[src/rtl/rcs_pkg.sv]
package rcs_pkg;
  // Register byte addresses.
  localparam logic [7:0] REG_STATUS = 8'h00;
  localparam logic [7:0] REG_STACK = 8'h04;
  localparam logic [7:0] REG_TOS = 8'h08;
  localparam logic [7:0] REG_PC = 8'h0C;
  localparam logic [7:0] REG_PCLAT = 8'h10;
  localparam logic [7:0] REG_TBLPTR = 8'h14;
  localparam logic [7:0] REG_TBLAT = 8'h18;
  localparam logic [7:0] REG_INTC = 8'h1C;
  localparam logic [7:0] REG_PROD = 8'h20;
  localparam logic [7:0] REG_WORK = 8'h24;
  localparam logic [7:0] REG_PORT_A_PINS = 8'h28;
  localparam logic [7:0] REG_CFG = 8'h2C;
  // Status register fields and layout.
  localparam int BIT_INTERRUPT_PRIORITY_ENABLE = 7;
  localparam int BIT_RI = 4;
  localparam int BIT_TO = 3;
  localparam int BIT_PD = 2;
  localparam int BIT_POR = 1;
  localparam int BIT_BOR = 0;
  localparam logic [7:0] STATUS_RST = 8'h1F;
  localparam logic [7:0] STATUS_IMPL = 8'h9F;
  localparam logic [7:0] STATUS_WMASK = 8'h93;
  // Return stack pointer fields.
  localparam int BIT_STKFULL = 7;
  localparam int BIT_STACK_UNDERFLOW_FLAG = 6;
  localparam logic [7:0] STACK_WMASK = 8'hDF;
  // Interrupt control reset patterns and implemented bits.
  localparam int BIT_HIGH_PRIORITY_GLOBAL_ENABLE = 7;
  localparam int BIT_LOW_PRIORITY_GLOBAL_ENABLE = 6;
  localparam logic [7:0] INTC_B_RST = 8'hF5;
  localparam logic [7:0] INTC_B_IMPL = 8'hF5;
  localparam logic [7:0] INTC_C_RST = 8'hC0;
  localparam logic [7:0] INTC_C_IMPL = 8'hDB;
  // Program addresses.
  localparam logic [20:0] VEC_HIGH = 21'h000008;
  localparam logic [20:0] VEC_LOW = 21'h000018;
  localparam logic [20:0] PC_STEP = 21'h000002;
  localparam logic [7:0] PORT_A_PINS_OSC_MASK = 8'h3F;
  // Configuration register reset value.
  localparam logic [1:0] CFG_RST = 2'h3;
  // Power modes reported by the core.
  localparam logic [1:0] PM_FULL = 2'h0;
  localparam logic [1:0] PM_RUN = 2'h1;
  localparam logic [1:0] PM_IDLE = 2'h2;
  typedef enum logic [3:0] {
    EV_NONE, EV_POR, EV_BOR, EV_MASTER_CLEAR_PIN_FULL, EV_MASTER_CLEAR_PIN_RUN, EV_MASTER_CLEAR_PIN_IDLE,
    EV_WDT_RST, EV_RESET_INS, EV_STK_FULL, EV_STK_UNF_RST,
    EV_STK_UNF_ERR, EV_WDT_WAKE, EV_INT_WAKE
  } rcs_evt_t;
endpackage

[src/rtl/rcs_reset_status.sv]
`timescale 1ns/1ps
// Summary of operation
// - Status bit 7 priority enable, bits 6:5 zero, bits 4:0 cause flags.
// - Time-out and power-down flags read-only; all five flags read 1 at start.
// - Power-on sets RI,TO,PD, clears POR,BOR and stack flags; brown-out sets RI,TO,PD and clears BOR only.
// - Reset instruction restarts at zero and clears only RI.
// - Master clear in run mode restarts at zero and sets TO.
// - Master clear in idle or sleep sets TO and clears PD.
// - Watchdog reset in full power or run mode clears TO.
// - Master clear at full power changes no flag.
// - With stack reset enabled, overflow resets and sets stack full.
// - With stack reset enabled, underflow resets and sets stack underflow.
// - With stack reset disabled, underflow only sets its flag.
// - Watchdog in idle or sleep wakes at PC+2, clearing TO and PD.
// - Interrupt wake continues at PC+2 and clears PD only.
// - Interrupt wake with global enable loads the high or low vector.
// - Such wake pushes PC to top of stack and advances the pointer.
// - Every reset zeroes top of stack and pointer count bits.
// - Resets clear PC latches, PC low byte, table pointer and latch.
// - Resets load interrupt control patterns; interrupt wake sets interrupt flags.
// - Product and accumulator registers keep values on events.
// - Port A bits 7:6 exist only when the oscillator frees them.
// - Master clear pin is input only and may be disabled.
// - Wake-ups update cause flags and the restart PC; interrupt wake also updates interrupt flags and, with global enable, the stack; other registers keep values.
module rcs_reset_status
  import rcs_pkg::*;
(
  input wire logic clk_i,
  input wire logic srst_i,
  input wire logic [7:0] address_i,
  input wire logic read_i,
  input wire logic write_i,
  input wire logic [31:0] writedata_i,
  output logic [31:0] readdata_o,
  output logic waitrequest_o,
  input wire logic por_i,
  input wire logic bor_i,
  input wire logic master_clear_pin_n_i,
  input wire logic wdt_timeout_i,
  input wire logic reset_instr_i,
  input wire logic stack_overflow_i,
  input wire logic stack_underflow_i,
  input wire logic int_wake_i,
  input wire logic int_wake_high_i,
  input wire logic [7:0] int_wake_flags_i,
  input wire logic [1:0] power_mode_i,
  input wire logic [20:0] core_pc_i,
  input wire logic osc_frees_pins_i,
  input wire logic [7:0] port_a_pins_i,
  output logic core_restart_o,
  output logic [20:0] restart_pc_o,
  output logic [7:0] port_a_latch_o,
  output logic [7:0] port_a_direction_o
);

  function automatic logic [7:0] merge8(input logic [7:0] old,
                                        input logic [7:0] nw,
                                        input logic [7:0] mask);
    merge8 = (old & ~mask) | (nw & mask);
  endfunction

  // ---------------------------------------------------------------
  // Input synchronisers
  // ---------------------------------------------------------------
  logic master_clear_pin_s1_ff, master_clear_pin_s2_ff, master_clear_pin_s3_ff;
  logic [7:0] pins_s1_ff, pins_s2_ff;

  always_ff @(posedge clk_i) begin
    if (srst_i) begin
      master_clear_pin_s1_ff <= 1'b1;
      master_clear_pin_s2_ff <= 1'b1;
      master_clear_pin_s3_ff <= 1'b1;
      pins_s1_ff <= 8'h00;
      pins_s2_ff <= 8'h00;
    end else begin
      master_clear_pin_s1_ff <= master_clear_pin_n_i;
      master_clear_pin_s2_ff <= master_clear_pin_s1_ff;
      master_clear_pin_s3_ff <= master_clear_pin_s2_ff;
      pins_s1_ff <= port_a_pins_i;
      pins_s2_ff <= pins_s1_ff;
    end
  end

  // ---------------------------------------------------------------
  // Registers
  // ---------------------------------------------------------------
  logic [7:0] status_ff, stack_ff;
  logic [20:0] tos_ff, restart_pc_ff;
  logic [12:0] pclat_ff;
  logic [21:0] tblptr_ff;
  logic [7:0] tblat_ff, intc_a_ff, intc_b_ff, intc_c_ff;
  logic [15:0] prod_ff;
  logic [19:0] work_ff;
  logic [7:0] lat_ff, dir_ff;
  logic [1:0] cfg_ff;
  logic restart_ff, ack_ff;
  logic [31:0] rdata_ff;
  logic stk_reset_en, master_clear_pin_en, master_clear_pin_fall, any_reset, gie_wake;
  logic wr_go;
  rcs_evt_t ev;

  assign stk_reset_en = cfg_ff[0];
  assign master_clear_pin_en = cfg_ff[1];
  // The pin is only ever sampled; no internal reset drives it.
  assign master_clear_pin_fall = master_clear_pin_en & master_clear_pin_s3_ff & ~master_clear_pin_s2_ff;

  // ---------------------------------------------------------------
  // Event decode, highest priority first
  // ---------------------------------------------------------------
  always_comb begin
    ev = EV_NONE;
    if (por_i) begin
      ev = EV_POR;
    end else if (bor_i) begin
      ev = EV_BOR;
    end else if (master_clear_pin_fall) begin
      if (power_mode_i == PM_IDLE) begin
        ev = EV_MASTER_CLEAR_PIN_IDLE;
      end else if (power_mode_i == PM_RUN) begin
        ev = EV_MASTER_CLEAR_PIN_RUN;
      end else begin
        ev = EV_MASTER_CLEAR_PIN_FULL;
      end
    end else if (wdt_timeout_i) begin
      ev = (power_mode_i == PM_IDLE) ? EV_WDT_WAKE : EV_WDT_RST;
    end else if (reset_instr_i) begin
      ev = EV_RESET_INS;
    end else if (stack_overflow_i && stk_reset_en) begin
      ev = EV_STK_FULL;
    end else if (stack_underflow_i) begin
      ev = stk_reset_en ? EV_STK_UNF_RST : EV_STK_UNF_ERR;
    end else if (int_wake_i && power_mode_i != PM_FULL) begin
      ev = EV_INT_WAKE;
    end
  end

  always_comb begin
    case (ev)
      EV_POR, EV_BOR, EV_MASTER_CLEAR_PIN_FULL, EV_MASTER_CLEAR_PIN_RUN, EV_MASTER_CLEAR_PIN_IDLE,
      EV_WDT_RST, EV_RESET_INS, EV_STK_FULL, EV_STK_UNF_RST: begin
        any_reset = 1'b1;
      end
      default: begin
        any_reset = 1'b0;
      end
    endcase
  end

  assign gie_wake = (ev == EV_INT_WAKE) &&
    (int_wake_high_i ? intc_a_ff[BIT_HIGH_PRIORITY_GLOBAL_ENABLE] : intc_a_ff[BIT_LOW_PRIORITY_GLOBAL_ENABLE]);

  // ---------------------------------------------------------------
  // Avalon-MM slave: one wait cycle, then answer
  // ---------------------------------------------------------------
  assign waitrequest_o = (read_i | write_i) & ~ack_ff;
  assign wr_go = write_i & ack_ff;
  assign readdata_o = rdata_ff;

  always_ff @(posedge clk_i) begin
    if (srst_i) begin
      ack_ff <= 1'b0;
    end else begin
      ack_ff <= (read_i | write_i) & ~ack_ff;
    end
  end

  always_ff @(posedge clk_i) begin
    if (srst_i) begin
      rdata_ff <= 32'h0000_0000;
    end else if (read_i && !ack_ff) begin
      case (address_i)
        REG_STATUS: rdata_ff <= {24'h0, status_ff & STATUS_IMPL};
        REG_STACK: rdata_ff <= {24'h0, stack_ff};
        REG_TOS: rdata_ff <= {11'h0, tos_ff};
        REG_PC: rdata_ff <= {11'h0, restart_pc_ff};
        REG_PCLAT: rdata_ff <= {19'h0, pclat_ff};
        REG_TBLPTR: rdata_ff <= {10'h0, tblptr_ff};
        REG_TBLAT: rdata_ff <= {24'h0, tblat_ff};
        REG_INTC: rdata_ff <= {8'h0, intc_c_ff, intc_b_ff, intc_a_ff};
        REG_PROD: rdata_ff <= {16'h0, prod_ff};
        REG_WORK: rdata_ff <= {12'h0, work_ff};
        REG_PORT_A_PINS: rdata_ff <= {8'h0, pins_s2_ff & port_a_direction_o,
                                port_a_direction_o, port_a_latch_o};
        REG_CFG: rdata_ff <= {30'h0, cfg_ff};
        default: rdata_ff <= 32'h0000_0000;
      endcase
    end
  end

  // ---------------------------------------------------------------
  // Cause flags; an event in the write cycle wins over the write
  // ---------------------------------------------------------------
  logic [7:0] nxt_status;
  always_comb begin
    nxt_status = status_ff;
    if (wr_go && address_i == REG_STATUS) begin
      nxt_status = merge8(status_ff, writedata_i[7:0], STATUS_WMASK);
    end
    case (ev)
      EV_POR: begin
        nxt_status[4:0] = 5'h1C;
      end
      EV_BOR: begin
        nxt_status[4:2] = 3'h7;
        nxt_status[BIT_BOR] = 1'b0;
      end
      EV_RESET_INS: nxt_status[BIT_RI] = 1'b0;
      EV_MASTER_CLEAR_PIN_RUN: nxt_status[BIT_TO] = 1'b1;
      EV_MASTER_CLEAR_PIN_IDLE: begin
        nxt_status[BIT_TO] = 1'b1;
        nxt_status[BIT_PD] = 1'b0;
      end
      EV_WDT_RST: nxt_status[BIT_TO] = 1'b0;
      EV_WDT_WAKE: begin
        nxt_status[BIT_TO] = 1'b0;
        nxt_status[BIT_PD] = 1'b0;
      end
      EV_INT_WAKE: nxt_status[BIT_PD] = 1'b0;
      default: begin
      end
    endcase
  end

  always_ff @(posedge clk_i) begin
    if (srst_i) begin
      status_ff <= STATUS_RST;
    end else begin
      status_ff <= nxt_status & STATUS_IMPL;
    end
  end

  // ---------------------------------------------------------------
  // Return stack pointer and top of stack
  // ---------------------------------------------------------------
  always_ff @(posedge clk_i) begin
    if (srst_i) begin
      stack_ff <= 8'h00;
      tos_ff <= 21'h0;
    end else begin
      if (wr_go && address_i == REG_STACK) begin
        stack_ff <= merge8(stack_ff, writedata_i[7:0], STACK_WMASK);
      end
      if (wr_go && address_i == REG_TOS) begin
        tos_ff <= writedata_i[20:0];
      end
      if (any_reset) begin
        tos_ff <= 21'h0;
        stack_ff[4:0] <= 5'h00;
        stack_ff[5] <= 1'b0;
      end
      case (ev)
        EV_POR: begin
          stack_ff[BIT_STKFULL] <= 1'b0;
          stack_ff[BIT_STACK_UNDERFLOW_FLAG] <= 1'b0;
        end
        EV_STK_FULL: stack_ff[BIT_STKFULL] <= 1'b1;
        EV_STK_UNF_RST, EV_STK_UNF_ERR: begin
          stack_ff[BIT_STACK_UNDERFLOW_FLAG] <= 1'b1;
        end
        EV_INT_WAKE: begin
          if (gie_wake) begin
            tos_ff <= core_pc_i;
            stack_ff[4:0] <= stack_ff[4:0] + 5'h01;
          end
        end
        default: begin
        end
      endcase
    end
  end

  // ---------------------------------------------------------------
  // Restart address toward the core
  // ---------------------------------------------------------------
  always_ff @(posedge clk_i) begin
    if (srst_i) begin
      restart_ff <= 1'b0;
      restart_pc_ff <= 21'h0;
    end else begin
      restart_ff <= any_reset || ev == EV_WDT_WAKE || ev == EV_INT_WAKE;
      if (any_reset) begin
        restart_pc_ff <= 21'h0;
      end else if (gie_wake) begin
        restart_pc_ff <= int_wake_high_i ? VEC_HIGH : VEC_LOW;
      end else if (ev == EV_WDT_WAKE || ev == EV_INT_WAKE) begin
        restart_pc_ff <= core_pc_i + PC_STEP;
      end
    end
  end

  assign core_restart_o = restart_ff;
  assign restart_pc_o = restart_pc_ff;

  // ---------------------------------------------------------------
  // PC latches, table pointer and table latch
  // ---------------------------------------------------------------
  always_ff @(posedge clk_i) begin
    if (srst_i || any_reset) begin
      pclat_ff <= 13'h0;
      tblptr_ff <= 22'h0;
      tblat_ff <= 8'h00;
    end else if (wr_go) begin
      if (address_i == REG_PCLAT) begin
        pclat_ff <= writedata_i[12:0];
      end
      if (address_i == REG_TBLPTR) begin
        tblptr_ff <= writedata_i[21:0];
      end
      if (address_i == REG_TBLAT) begin
        tblat_ff <= writedata_i[7:0];
      end
    end
  end

  // ---------------------------------------------------------------
  // Interrupt control registers
  // ---------------------------------------------------------------
  always_ff @(posedge clk_i) begin
    if (srst_i) begin
      intc_a_ff <= 8'h00;
      intc_b_ff <= INTC_B_RST;
      intc_c_ff <= INTC_C_RST;
    end else if (any_reset) begin
      intc_a_ff <= {7'h00, intc_a_ff[0]};
      intc_b_ff <= INTC_B_RST;
      intc_c_ff <= INTC_C_RST;
    end else begin
      if (wr_go && address_i == REG_INTC) begin
        intc_a_ff <= writedata_i[7:0];
        intc_b_ff <= writedata_i[15:8] & INTC_B_IMPL;
        intc_c_ff <= writedata_i[23:16] & INTC_C_IMPL;
      end
      if (ev == EV_INT_WAKE) begin
        intc_a_ff <= intc_a_ff | int_wake_flags_i;
      end
    end
  end

  // ---------------------------------------------------------------
  // Data registers untouched by reset events
  // ---------------------------------------------------------------
  always_ff @(posedge clk_i) begin
    if (srst_i) begin
      prod_ff <= 16'h0000;
      work_ff <= 20'h0_0000;
    end else if (wr_go) begin
      if (address_i == REG_PROD) begin
        prod_ff <= writedata_i[15:0];
      end
      if (address_i == REG_WORK) begin
        work_ff <= writedata_i[19:0];
      end
    end
  end

  // ---------------------------------------------------------------
  // Port A latch and direction, configuration
  // ---------------------------------------------------------------
  always_ff @(posedge clk_i) begin
    if (srst_i) begin
      lat_ff <= 8'h00;
      dir_ff <= 8'h00;
      cfg_ff <= CFG_RST;
    end else if (wr_go) begin
      if (address_i == REG_PORT_A_PINS) begin
        lat_ff <= writedata_i[7:0];
        dir_ff <= writedata_i[15:8];
      end
      if (address_i == REG_CFG) begin
        cfg_ff <= writedata_i[1:0];
      end
    end
  end

  // Upper pins vanish while the oscillator owns them.
  assign port_a_latch_o =
    lat_ff & (osc_frees_pins_i ? 8'hFF : PORT_A_PINS_OSC_MASK);
  assign port_a_direction_o =
    dir_ff & (osc_frees_pins_i ? 8'hFF : PORT_A_PINS_OSC_MASK);
endmodule

[config.mk]
export PLATFORM = sky130hd
export DESIGN_NAME = rcs_reset_status
export DESIGN_NICKNAME = d
export VERILOG_FILES = /design/src/rtl/rcs_pkg.sv /design/src/rtl/rcs_reset_status.sv
export SDC_FILE = /design/constraint.sdc
export NUM_CORES = 1
export LEC_CHECK = 0
export BUFFER_PORTS_ARGS = -buffer_cell sky130_fd_sc_hd__buf_4
export CAP_MARGIN = 20
export CORE_UTILIZATION = 45
export DETAILED_ROUTE_END_ITERATION = 7
export PLACE_DENSITY = 0.71
export SLEW_MARGIN = 0
export SYNTH_ARGS = -nofsm -noshare
export SYNTH_HDL_FRONTEND = slang
export SYNTH_SLANG_ARGS = --single-unit
[constraint.sdc]
create_clock -name clk_i -period 2.26 [get_ports clk_i]
set_input_delay 0 -clock clk_i [delete_from_list [all_inputs] [get_ports clk_i]]
set_output_delay 0 -clock clk_i [all_outputs]
set_load 0.02 [all_outputs]
==> impl_metrics.tcl, run 1 <==
set metrics [dict create \
    power_density_mw_per_mm2 640 \
    syn2layout_area_growth_pct 28.1 \
    final.setup.tns_ns 0 \
    clock_latency_ns 0.52 \
    intPower_mw 6.43 \
    power.total_mw 8.42 \
    dp_hpwl_um 24200 \
    die_w_um 153 \
    crit_fanout 26 \
    initial_core_util_pct 46.5 \
    min_path_type "primary input to flip-flop" \
    r2r_start "cfg_ff[0]$_SDFFE_PP1P_" \
    cts_sinks 217 \
    yosysWarnings 0 \
    cpPeakStageDelay_ns 0.39 \
    pwr-share-seq_pct 45.9 \
    boundaryPins 164 \
    num_vias 10100 \
    port_buffers 147 \
    cts_tree "done" \
    ys_ff_latch 217 \
    crit_required_ns 2.70 \
    die_h_um 153 \
    maxSlewViolCount 0 \
    numCtsBuffers 24 \
    drv_cap 0 \
    viasPerCell 5.75 \
    wirelength_um 34700 \
    cp_cell_sequence "a21oi_2, a21oi_1, o21ai_1, and4bb_2, o211ai_2, buf_4, o21ai_0" \
    dieArea_mm2 0.0234 \
    worstPathBufferInverterCount 1 \
    ant_nets 0 \
    synth-seq-area-share_pct 42.3 \
    grt_overflow 0 \
    synthFlopType "dfxtp_1" \
    fillers 1961 \
    async_reset_ff_share_pct 0 \
    ir_drop_uv 404 \
    fin_crit_sh_pct 94.8 \
    antenna_found_initial 0 \
    crit_arrival_ns 2.58 \
    rsz0062_at_grt "yes" \
    critPathCaptureType "flip-flop" \
    cp-start-kind "flip-flop" \
    synth.distinct_cells 74 \
    p_leak_nw 4.65 \
    relSlewSlack_pct 20.7 \
    drtIter0Drc 977 \
    drive_gt1_share_pct 18.9 \
    cts_max_path_buffers 3 \
    finClkSkew_ns 0.0153 \
    first_global_vias 9278 \
    clockRootBuffer "clkbuf_16" \
    sw_frac_of_total_pct 23.6 \
    clk_pin_slew_worst_paths_ns 0.06 \
    synth_edf_count 0 \
    hp-start "reset_instr_i" \
    grt_pass1_wl_um 53500 \
    path_class "flip-flop to flip-flop" \
    clkPwrFrac_pct 45.7 \
    switchingPower_mw 1.99 \
    hold_viol_final 0 \
    fmax_ghz 0.467 \
    hold_ws_ns 0.0729 \
    diodes 0 \
    critPathLaunch "cfg_ff[0]$_SDFFE_PP1P_" \
    grt_usage_pct 29.1 \
    wl_per_cell_um 19.8 \
    nNetsFinal 1555 \
    gp_congestion 0.966 \
    synth_area_mm2 0.0103 \
    htree_levels 1 \
    drtPass1Iterations 7 \
    outcome "completed" \
    syn_inst 1262 \
    setup_violations 0 \
    worstMarginPinSlew_ns 1.17 \
    utilization_pct 59.6 \
    core_mm2 0.0221 \
    p_comb_share_pct 8.5 \
    drc_errors 0 \
    critPathTopFamily "compound AO/OA/AOI/OAI gates" \
    grt_start_max_net_pins 108 \
    critPathSlowestCell "and4bb_2" \
    fin_crit_ns 2.14 \
    syn_area_per_cell_um2 8.14 \
    rows 54 \
]
==> through the flow <==
stage | setup WS [ns] | instances | cell area (µm²)
finish | 0.119 | 1754 | 13200
global route | -0.0495 | 1754 | 13200
CTS | 0.0764 | 1752 | 13100
detailed placement | 0.118 | 1638 | 11600
global placement | 0.132 | 1638 | 11600
floorplan | 0.482 | 1269 | 10300
==> power groups by stage <==
stage	registers (mW)	clock network [mW]	logic, mW
final	3.86	3.84	0.712
after global routing	3.86	4.02	0.754
after CTS	3.86	3.88	0.689
after detailed placement	3.94	0	0.589
after global placement	3.94	0	0.589
after floorplan	3.94	0	0.315
==> cell usage after synthesis (5+ instances only) <==
master    count  area [µm²]
nand2_1     285        1070
dfxtp_1     217        4340
a21oi_1     144         721
nor2_1       80         300
mux2i_1      74         741
clkbuf_1     50         188
nand3_1      40         200
o21ai_0      36         180
a22oi_1      35         263
buf_2        30         150
buf_4        26         195
o22ai_1      26         163
nor2b_1      20         125
o21ai_1      20         100
nand4_1      14        87.6
xnor2_1      13         114
inv_1         8        30.0
o21a_1        8        60.1
xor2_1        8        70.1
nor3_1        7        35.0
and2_1        5        31.3
ha_1          5        62.6
mux2_2        5        56.3
nand2b_1      5        31.3
nor2_2        5        31.3
==> tightest hold or removal path, stage by stage <==
cell and delay (ns):
buf_4 0.09, nor2_1 0.09, nand2_1 0.07, nand3_1 0.12, o31ai_1 0.11, a32oi_1 0.06
==> per-layer routing <==
metal | up-vias | track usage [%] | part of all wire, %
met5 | - | 0 | 0
met1 | 4748 | 42.5 | 44
met4 | 0 | 6.49 | 1.4
met3 | 39 | 4.17 | 10
li1 | 4766 | - | -
met2 | 524 | 45.2 | 45
==> placed cells by master, fill, tap and decap left out, types with 4 or more instances in the layout <==
cell type / synthesis / layout
clkbuf_8: 0 / 6
nand3_1: 40 / 40
nand2b_1: 5 / 5
ha_1: 5 / 5
mux2i_1: 74 / 74
a22oi_1: 35 / 35
a22o_1: 4 / 4
xnor2_1: 13 / 13
dfxtp_1: 217 / 216
nand2_1: 285 / 285
clkbuf_1: 50 / 8
nor2b_1: 20 / 20
or2_2: 4 / 4
o31ai_1: 4 / 4
inv_1: 8 / 8
nand4_1: 14 / 14
o22ai_1: 26 / 26
buf_4: 26 / 196
or3_1: 4 / 4
clkbuf_16: 0 / 24
conb_1: 1 / 8
xor2_1: 8 / 8
a32o_1: 4 / 4
mux4_2: 4 / 4
nor2_2: 5 / 4
nor2_1: 80 / 80
nor3_1: 7 / 7
a32oi_1: 4 / 4
o21ai_0: 36 / 35
and2_1: 5 / 5
o21a_1: 8 / 8
mux2_2: 5 / 5
o21ai_1: 20 / 20
a21oi_1: 144 / 143
dlygate4sd3_1: 0 / 71
==> final timing paths <==
path | to | slack [ns] | cells after the start
min | status_ff[3]$_SDFFE_PP1P_ | 0.07 | 6
max | tos_ff[2]$_SDFF_PP0_ | 0.12 | 7
min reg2reg | master_clear_pin_s2_ff$_SDFF_PP1_ | 0.41 | 1
max reg2reg | tos_ff[2]$_SDFF_PP0_ | 0.12 | 7
==> area by class of cell <==
class	count	area, µm²	share of cell area (%)
Inverter	8	30.0	0.228
Timing Repair Buffer	270	2240	17.0
Clock inverter	5	63.8	0.485
Tap cell	280	350	2.66
Sequential cell	217	4350	33.0
Clock buffer	38	713	5.42
Multi-Input combinational cell	936	5410	41.1
==> logic make-up after synthesis <==
family	synth area share [%]
AOI/OAI and AO/OA	18.0
xor gates and xnor gates	1.79
adders and majority gates	0.609
buffers and inverters	5.63
DFF	42.3
muxes	8.64
other	0.0365
and+or+nand+nor	23.0
==> state kept, by name (all words and copies together) (netlist names), 6 cells and up <==
| register | cells |
|---|---|
| lat_ff | 8 |
| pins_s1_ff | 8 |
| tblptr_ff | 22 |
| stack_ff | 7 |
| pins_s2_ff | 8 |
| intc_c_ff | 6 |
| prod_ff | 16 |
| readdata_o | 24 |
| pclat_ff | 13 |
| restart_pc_o | 21 |
| intc_b_ff | 6 |
| work_ff | 20 |
| status_ff | 6 |
| intc_a_ff | 8 |
| dir_ff | 8 |
| tblat_ff | 8 |
| tos_ff | 21 |
==> timing repair <==
item	CTS	global route
endpoints found under the hold margin	181	0
hold buffers	71	0
setup buffers	0	2
gates resized for setup	0	6
setup endpoints to repair	0	103
Note: power is estimated with default switching activity, not from simulation.
==> run 2, diff against run 1 <==
--- a/config.mk
+++ b/config.mk
@@ -8,8 +8,10 @@
 export BUFFER_PORTS_ARGS = -buffer_cell sky130_fd_sc_hd__buf_4
 export CAP_MARGIN = 20
 export CORE_UTILIZATION = 45
+export CTS_BUF_LIST = sky130_fd_sc_hd__clkbuf_8
 export DETAILED_ROUTE_END_ITERATION = 7
-export PLACE_DENSITY = 0.71
+export PLACE_DENSITY = 0.66
+export SETUP_SLACK_MARGIN = 0.15
 export SLEW_MARGIN = 0
 export SYNTH_ARGS = -nofsm -noshare
 export SYNTH_HDL_FRONTEND = slang
==> run 2 against run 1 <==
Compared with the run above: via count about the same; largest cell class unchanged; final area up 0.34%; largest power group unchanged; critical path depth down 1; highest routed layer unchanged; worst hold slack better by 0.0067 ns; routed wire length down 0.24%; sequential power about the same; fmax up 2.6%; critical endpoint is now intc_a_ff[0]$_SDFFE_PP0P_; flip-flop and latch count unchanged; clock skew up 0.0038 ns.
==> impl_metrics.tcl, run 2 (synthesis results as in run 1) <==
set metrics [dict create \
    hold_path_depth 6 \
    p_leak_nw 4.72 \
    power.total_mw 8.06 \
    sw_frac_of_total_pct 24.7 \
    maxSlewViolCount 0 \
    ant_nets 0 \
    wl_per_cell_um 19.5 \
    hold_ws_ns 0.0797 \
    crit_arrival_ns 2.53 \
    gp_congestion 0.972 \
    drv_cap 0 \
    fin_ws_ns 0.172 \
    hold_viol_final 0 \
    htree_levels 2 \
    numCtsBuffers 38 \
    rsz0062_at_grt "yes" \
    largest_reg_flops 24 \
    power_density_mw_per_mm2 610 \
    boundaryPins 164 \
    clockRootBuffer "clkbuf_8" \
    final_common_cell "nand2_1" \
    drc_errors 0 \
    drtIter0Drc 963 \
    viasPerCell 5.67 \
    port_buffers 147 \
    initial_core_util_pct 46.5 \
    dp_hpwl_um 24200 \
    rows 54 \
    diodes 0 \
    grt_start_max_net_pins 86 \
    drtPass1Iterations 5 \
    crit_required_ns 2.70 \
    critPathCaptureType "flip-flop" \
    finClkSkew_ns 0.0191 \
    die_w_um 153 \
    core_mm2 0.0221 \
    outcome "completed" \
    pwr-share-seq_pct 48.0 \
    die_h_um 153 \
    grt_pass1_wl_um 53500 \
    rr_endpoint "intc_a_ff[0]$_SDFFE_PP0P_" \
    wirelength_um 34600 \
    nNetsFinal 1575 \
    antenna_found_initial 0 \
    fin_crit_ns 2.09 \
    hp-start "reset_instr_i" \
    syn2layout_area_growth_pct 28.5 \
    grt_usage_pct 29.2 \
    min_path_type "primary input to flip-flop" \
    worstMarginPinSlew_ns 0.740 \
    fillers 1975 \
    switchingPower_mw 1.99 \
    ir_drop_uv 301 \
    setup_violations 0 \
    r2r_start "cfg_ff[0]$_SDFFE_PP1P_" \
    dieArea_mm2 0.0234 \
    relSlewSlack_pct 49.9 \
    ff2ff_path_depth 6 \
    holdPathEnd "status_ff[3]$_SDFFE_PP1P_" \
    cts_sinks 217 \
    p_comb_share_pct 8.9 \
    first_global_vias 9481 \
    drive_gt1_share_pct 20.2 \
    fmax_ghz 0.479 \
    cts_max_path_buffers 3 \
    fin_crit_sh_pct 92.4 \
    reg2reg_setup_slack_ns 0.17 \
    path_class "flip-flop to flip-flop" \
    clock_latency_ns 0.54 \
    crit_fanout 10 \
    cp-start-kind "flip-flop" \
    clk_pin_slew_worst_paths_ns 0.06 \
    grt_overflow 0 \
    cts_tree "done" \
    final_cell_mix "nand2_1 (285), dfxtp_1 (214), buf_4 (196), a21oi_1 (143), nor2_1 (80)" \
    clkPwrFrac_pct 43.1 \
    num_vias 10100 \
    intPower_mw 6.07 \
    dp_slack_ns 0.110 \
    final.setup.tns_ns 0 \
]
==> run 2: cell count changes in the layout (fill, tap and decap cells not counted), moves of 3 or more <==
cell	before	now
clkbuf_8	6	45
clkbuf_16	24	0
inv_1	8	20
clkbuf_1	8	0
buf_12	3	6
==> run 2: worst max-delay path, stage by stage, from the launching register on <==
cell and delay (ns):
dfxtp_2 0.41, nand3b_1 0.17, nor3_1 0.26, o22ai_2 0.14, and4bb_2 0.31, or2_2 0.43, a221oi_2 0.27
==> run 2: routing by layer <==
metal  part of all wire [%]  vias to the layer above  global-route usage (%)
met5                      0                        -                       0
met4                    2.3                        0                    8.66
met3                    9.0                       63                    5.05
met2                     44                      486                    45.1
met1                     45                     4749                    41.4
li1                       -                     4789                       -
==> run 2: through the flow <==
step	cells	utilization [%]	cell area, µm²
after floorplan	1269	-	10300
after detailed placement	1641	52.9	11700
after CTS	1775	59.5	13100
after global placement	1641	52.9	11700
after global routing	1778	59.8	13200
final	1778	59.8	13200
==> run 2: worst max-delay path by stage <==
stage / startpoint / end / slack (ns) / depth (start not counted)
5_1_grt: cfg_ff[0]$_SDFFE_PP1P_ / pclat_ff[12]$_SDFFE_PP0P_ / 0.09 / 7
3_5_place_dp: cfg_ff[1]$_SDFFE_PP1P_ / tos_ff[4]$_SDFF_PP0_ / 0.11 / 7
4_1_cts: cfg_ff[0]$_SDFFE_PP1P_ / pclat_ff[12]$_SDFFE_PP0P_ / 0.15 / 8
6_report: cfg_ff[0]$_SDFFE_PP1P_ / intc_a_ff[0]$_SDFFE_PP0P_ / 0.17 / 6
3_3_place_gp: cfg_ff[1]$_SDFFE_PP1P_ / tos_ff[20]$_SDFF_PP0_ / 0.17 / 7
2_1_floorplan: master_clear_pin_s2_ff$_SDFF_PP1_ / restart_pc_o[11]$_SDFFE_PP0P_ / 0.48 / 8
==> run 2: cell type report <==
type / count / area [µm²] / area share (%)
multi-input cells: 936 / 5420 / 41.1
repair buffers: 276 / 2330 / 17.7
clock inverters: 16 / 97.6 / 0.739
well taps: 280 / 350 / 2.65
flip-flops and latches: 217 / 4350 / 32.9
inverters: 8 / 30.0 / 0.227
clock buffers: 45 / 619 / 4.69
==> run 2: power by group through the flow <==
| stage | Sequential, mW | Clock [mW] | Combinational, mW |
|---|---|---|---|
| after floorplan | 3.94 | 0 | 0.315 |
| after global placement | 3.95 | 0 | 0.592 |
| after detailed placement | 3.95 | 0 | 0.590 |
| after CTS | 3.86 | 3.52 | 0.693 |
| after global routing | 3.86 | 3.68 | 0.759 |
| final | 3.86 | 3.48 | 0.716 |
==> run 2: repair_timing <==
action	4_1_cts	5_1_grt
gates cloned	0	0
hold endpoints to repair	188	0
buffers inserted	0	3
pin swaps	1	3
resized for setup	2	9
hold buffers	73	0
endpoints found under the setup margin	91	122
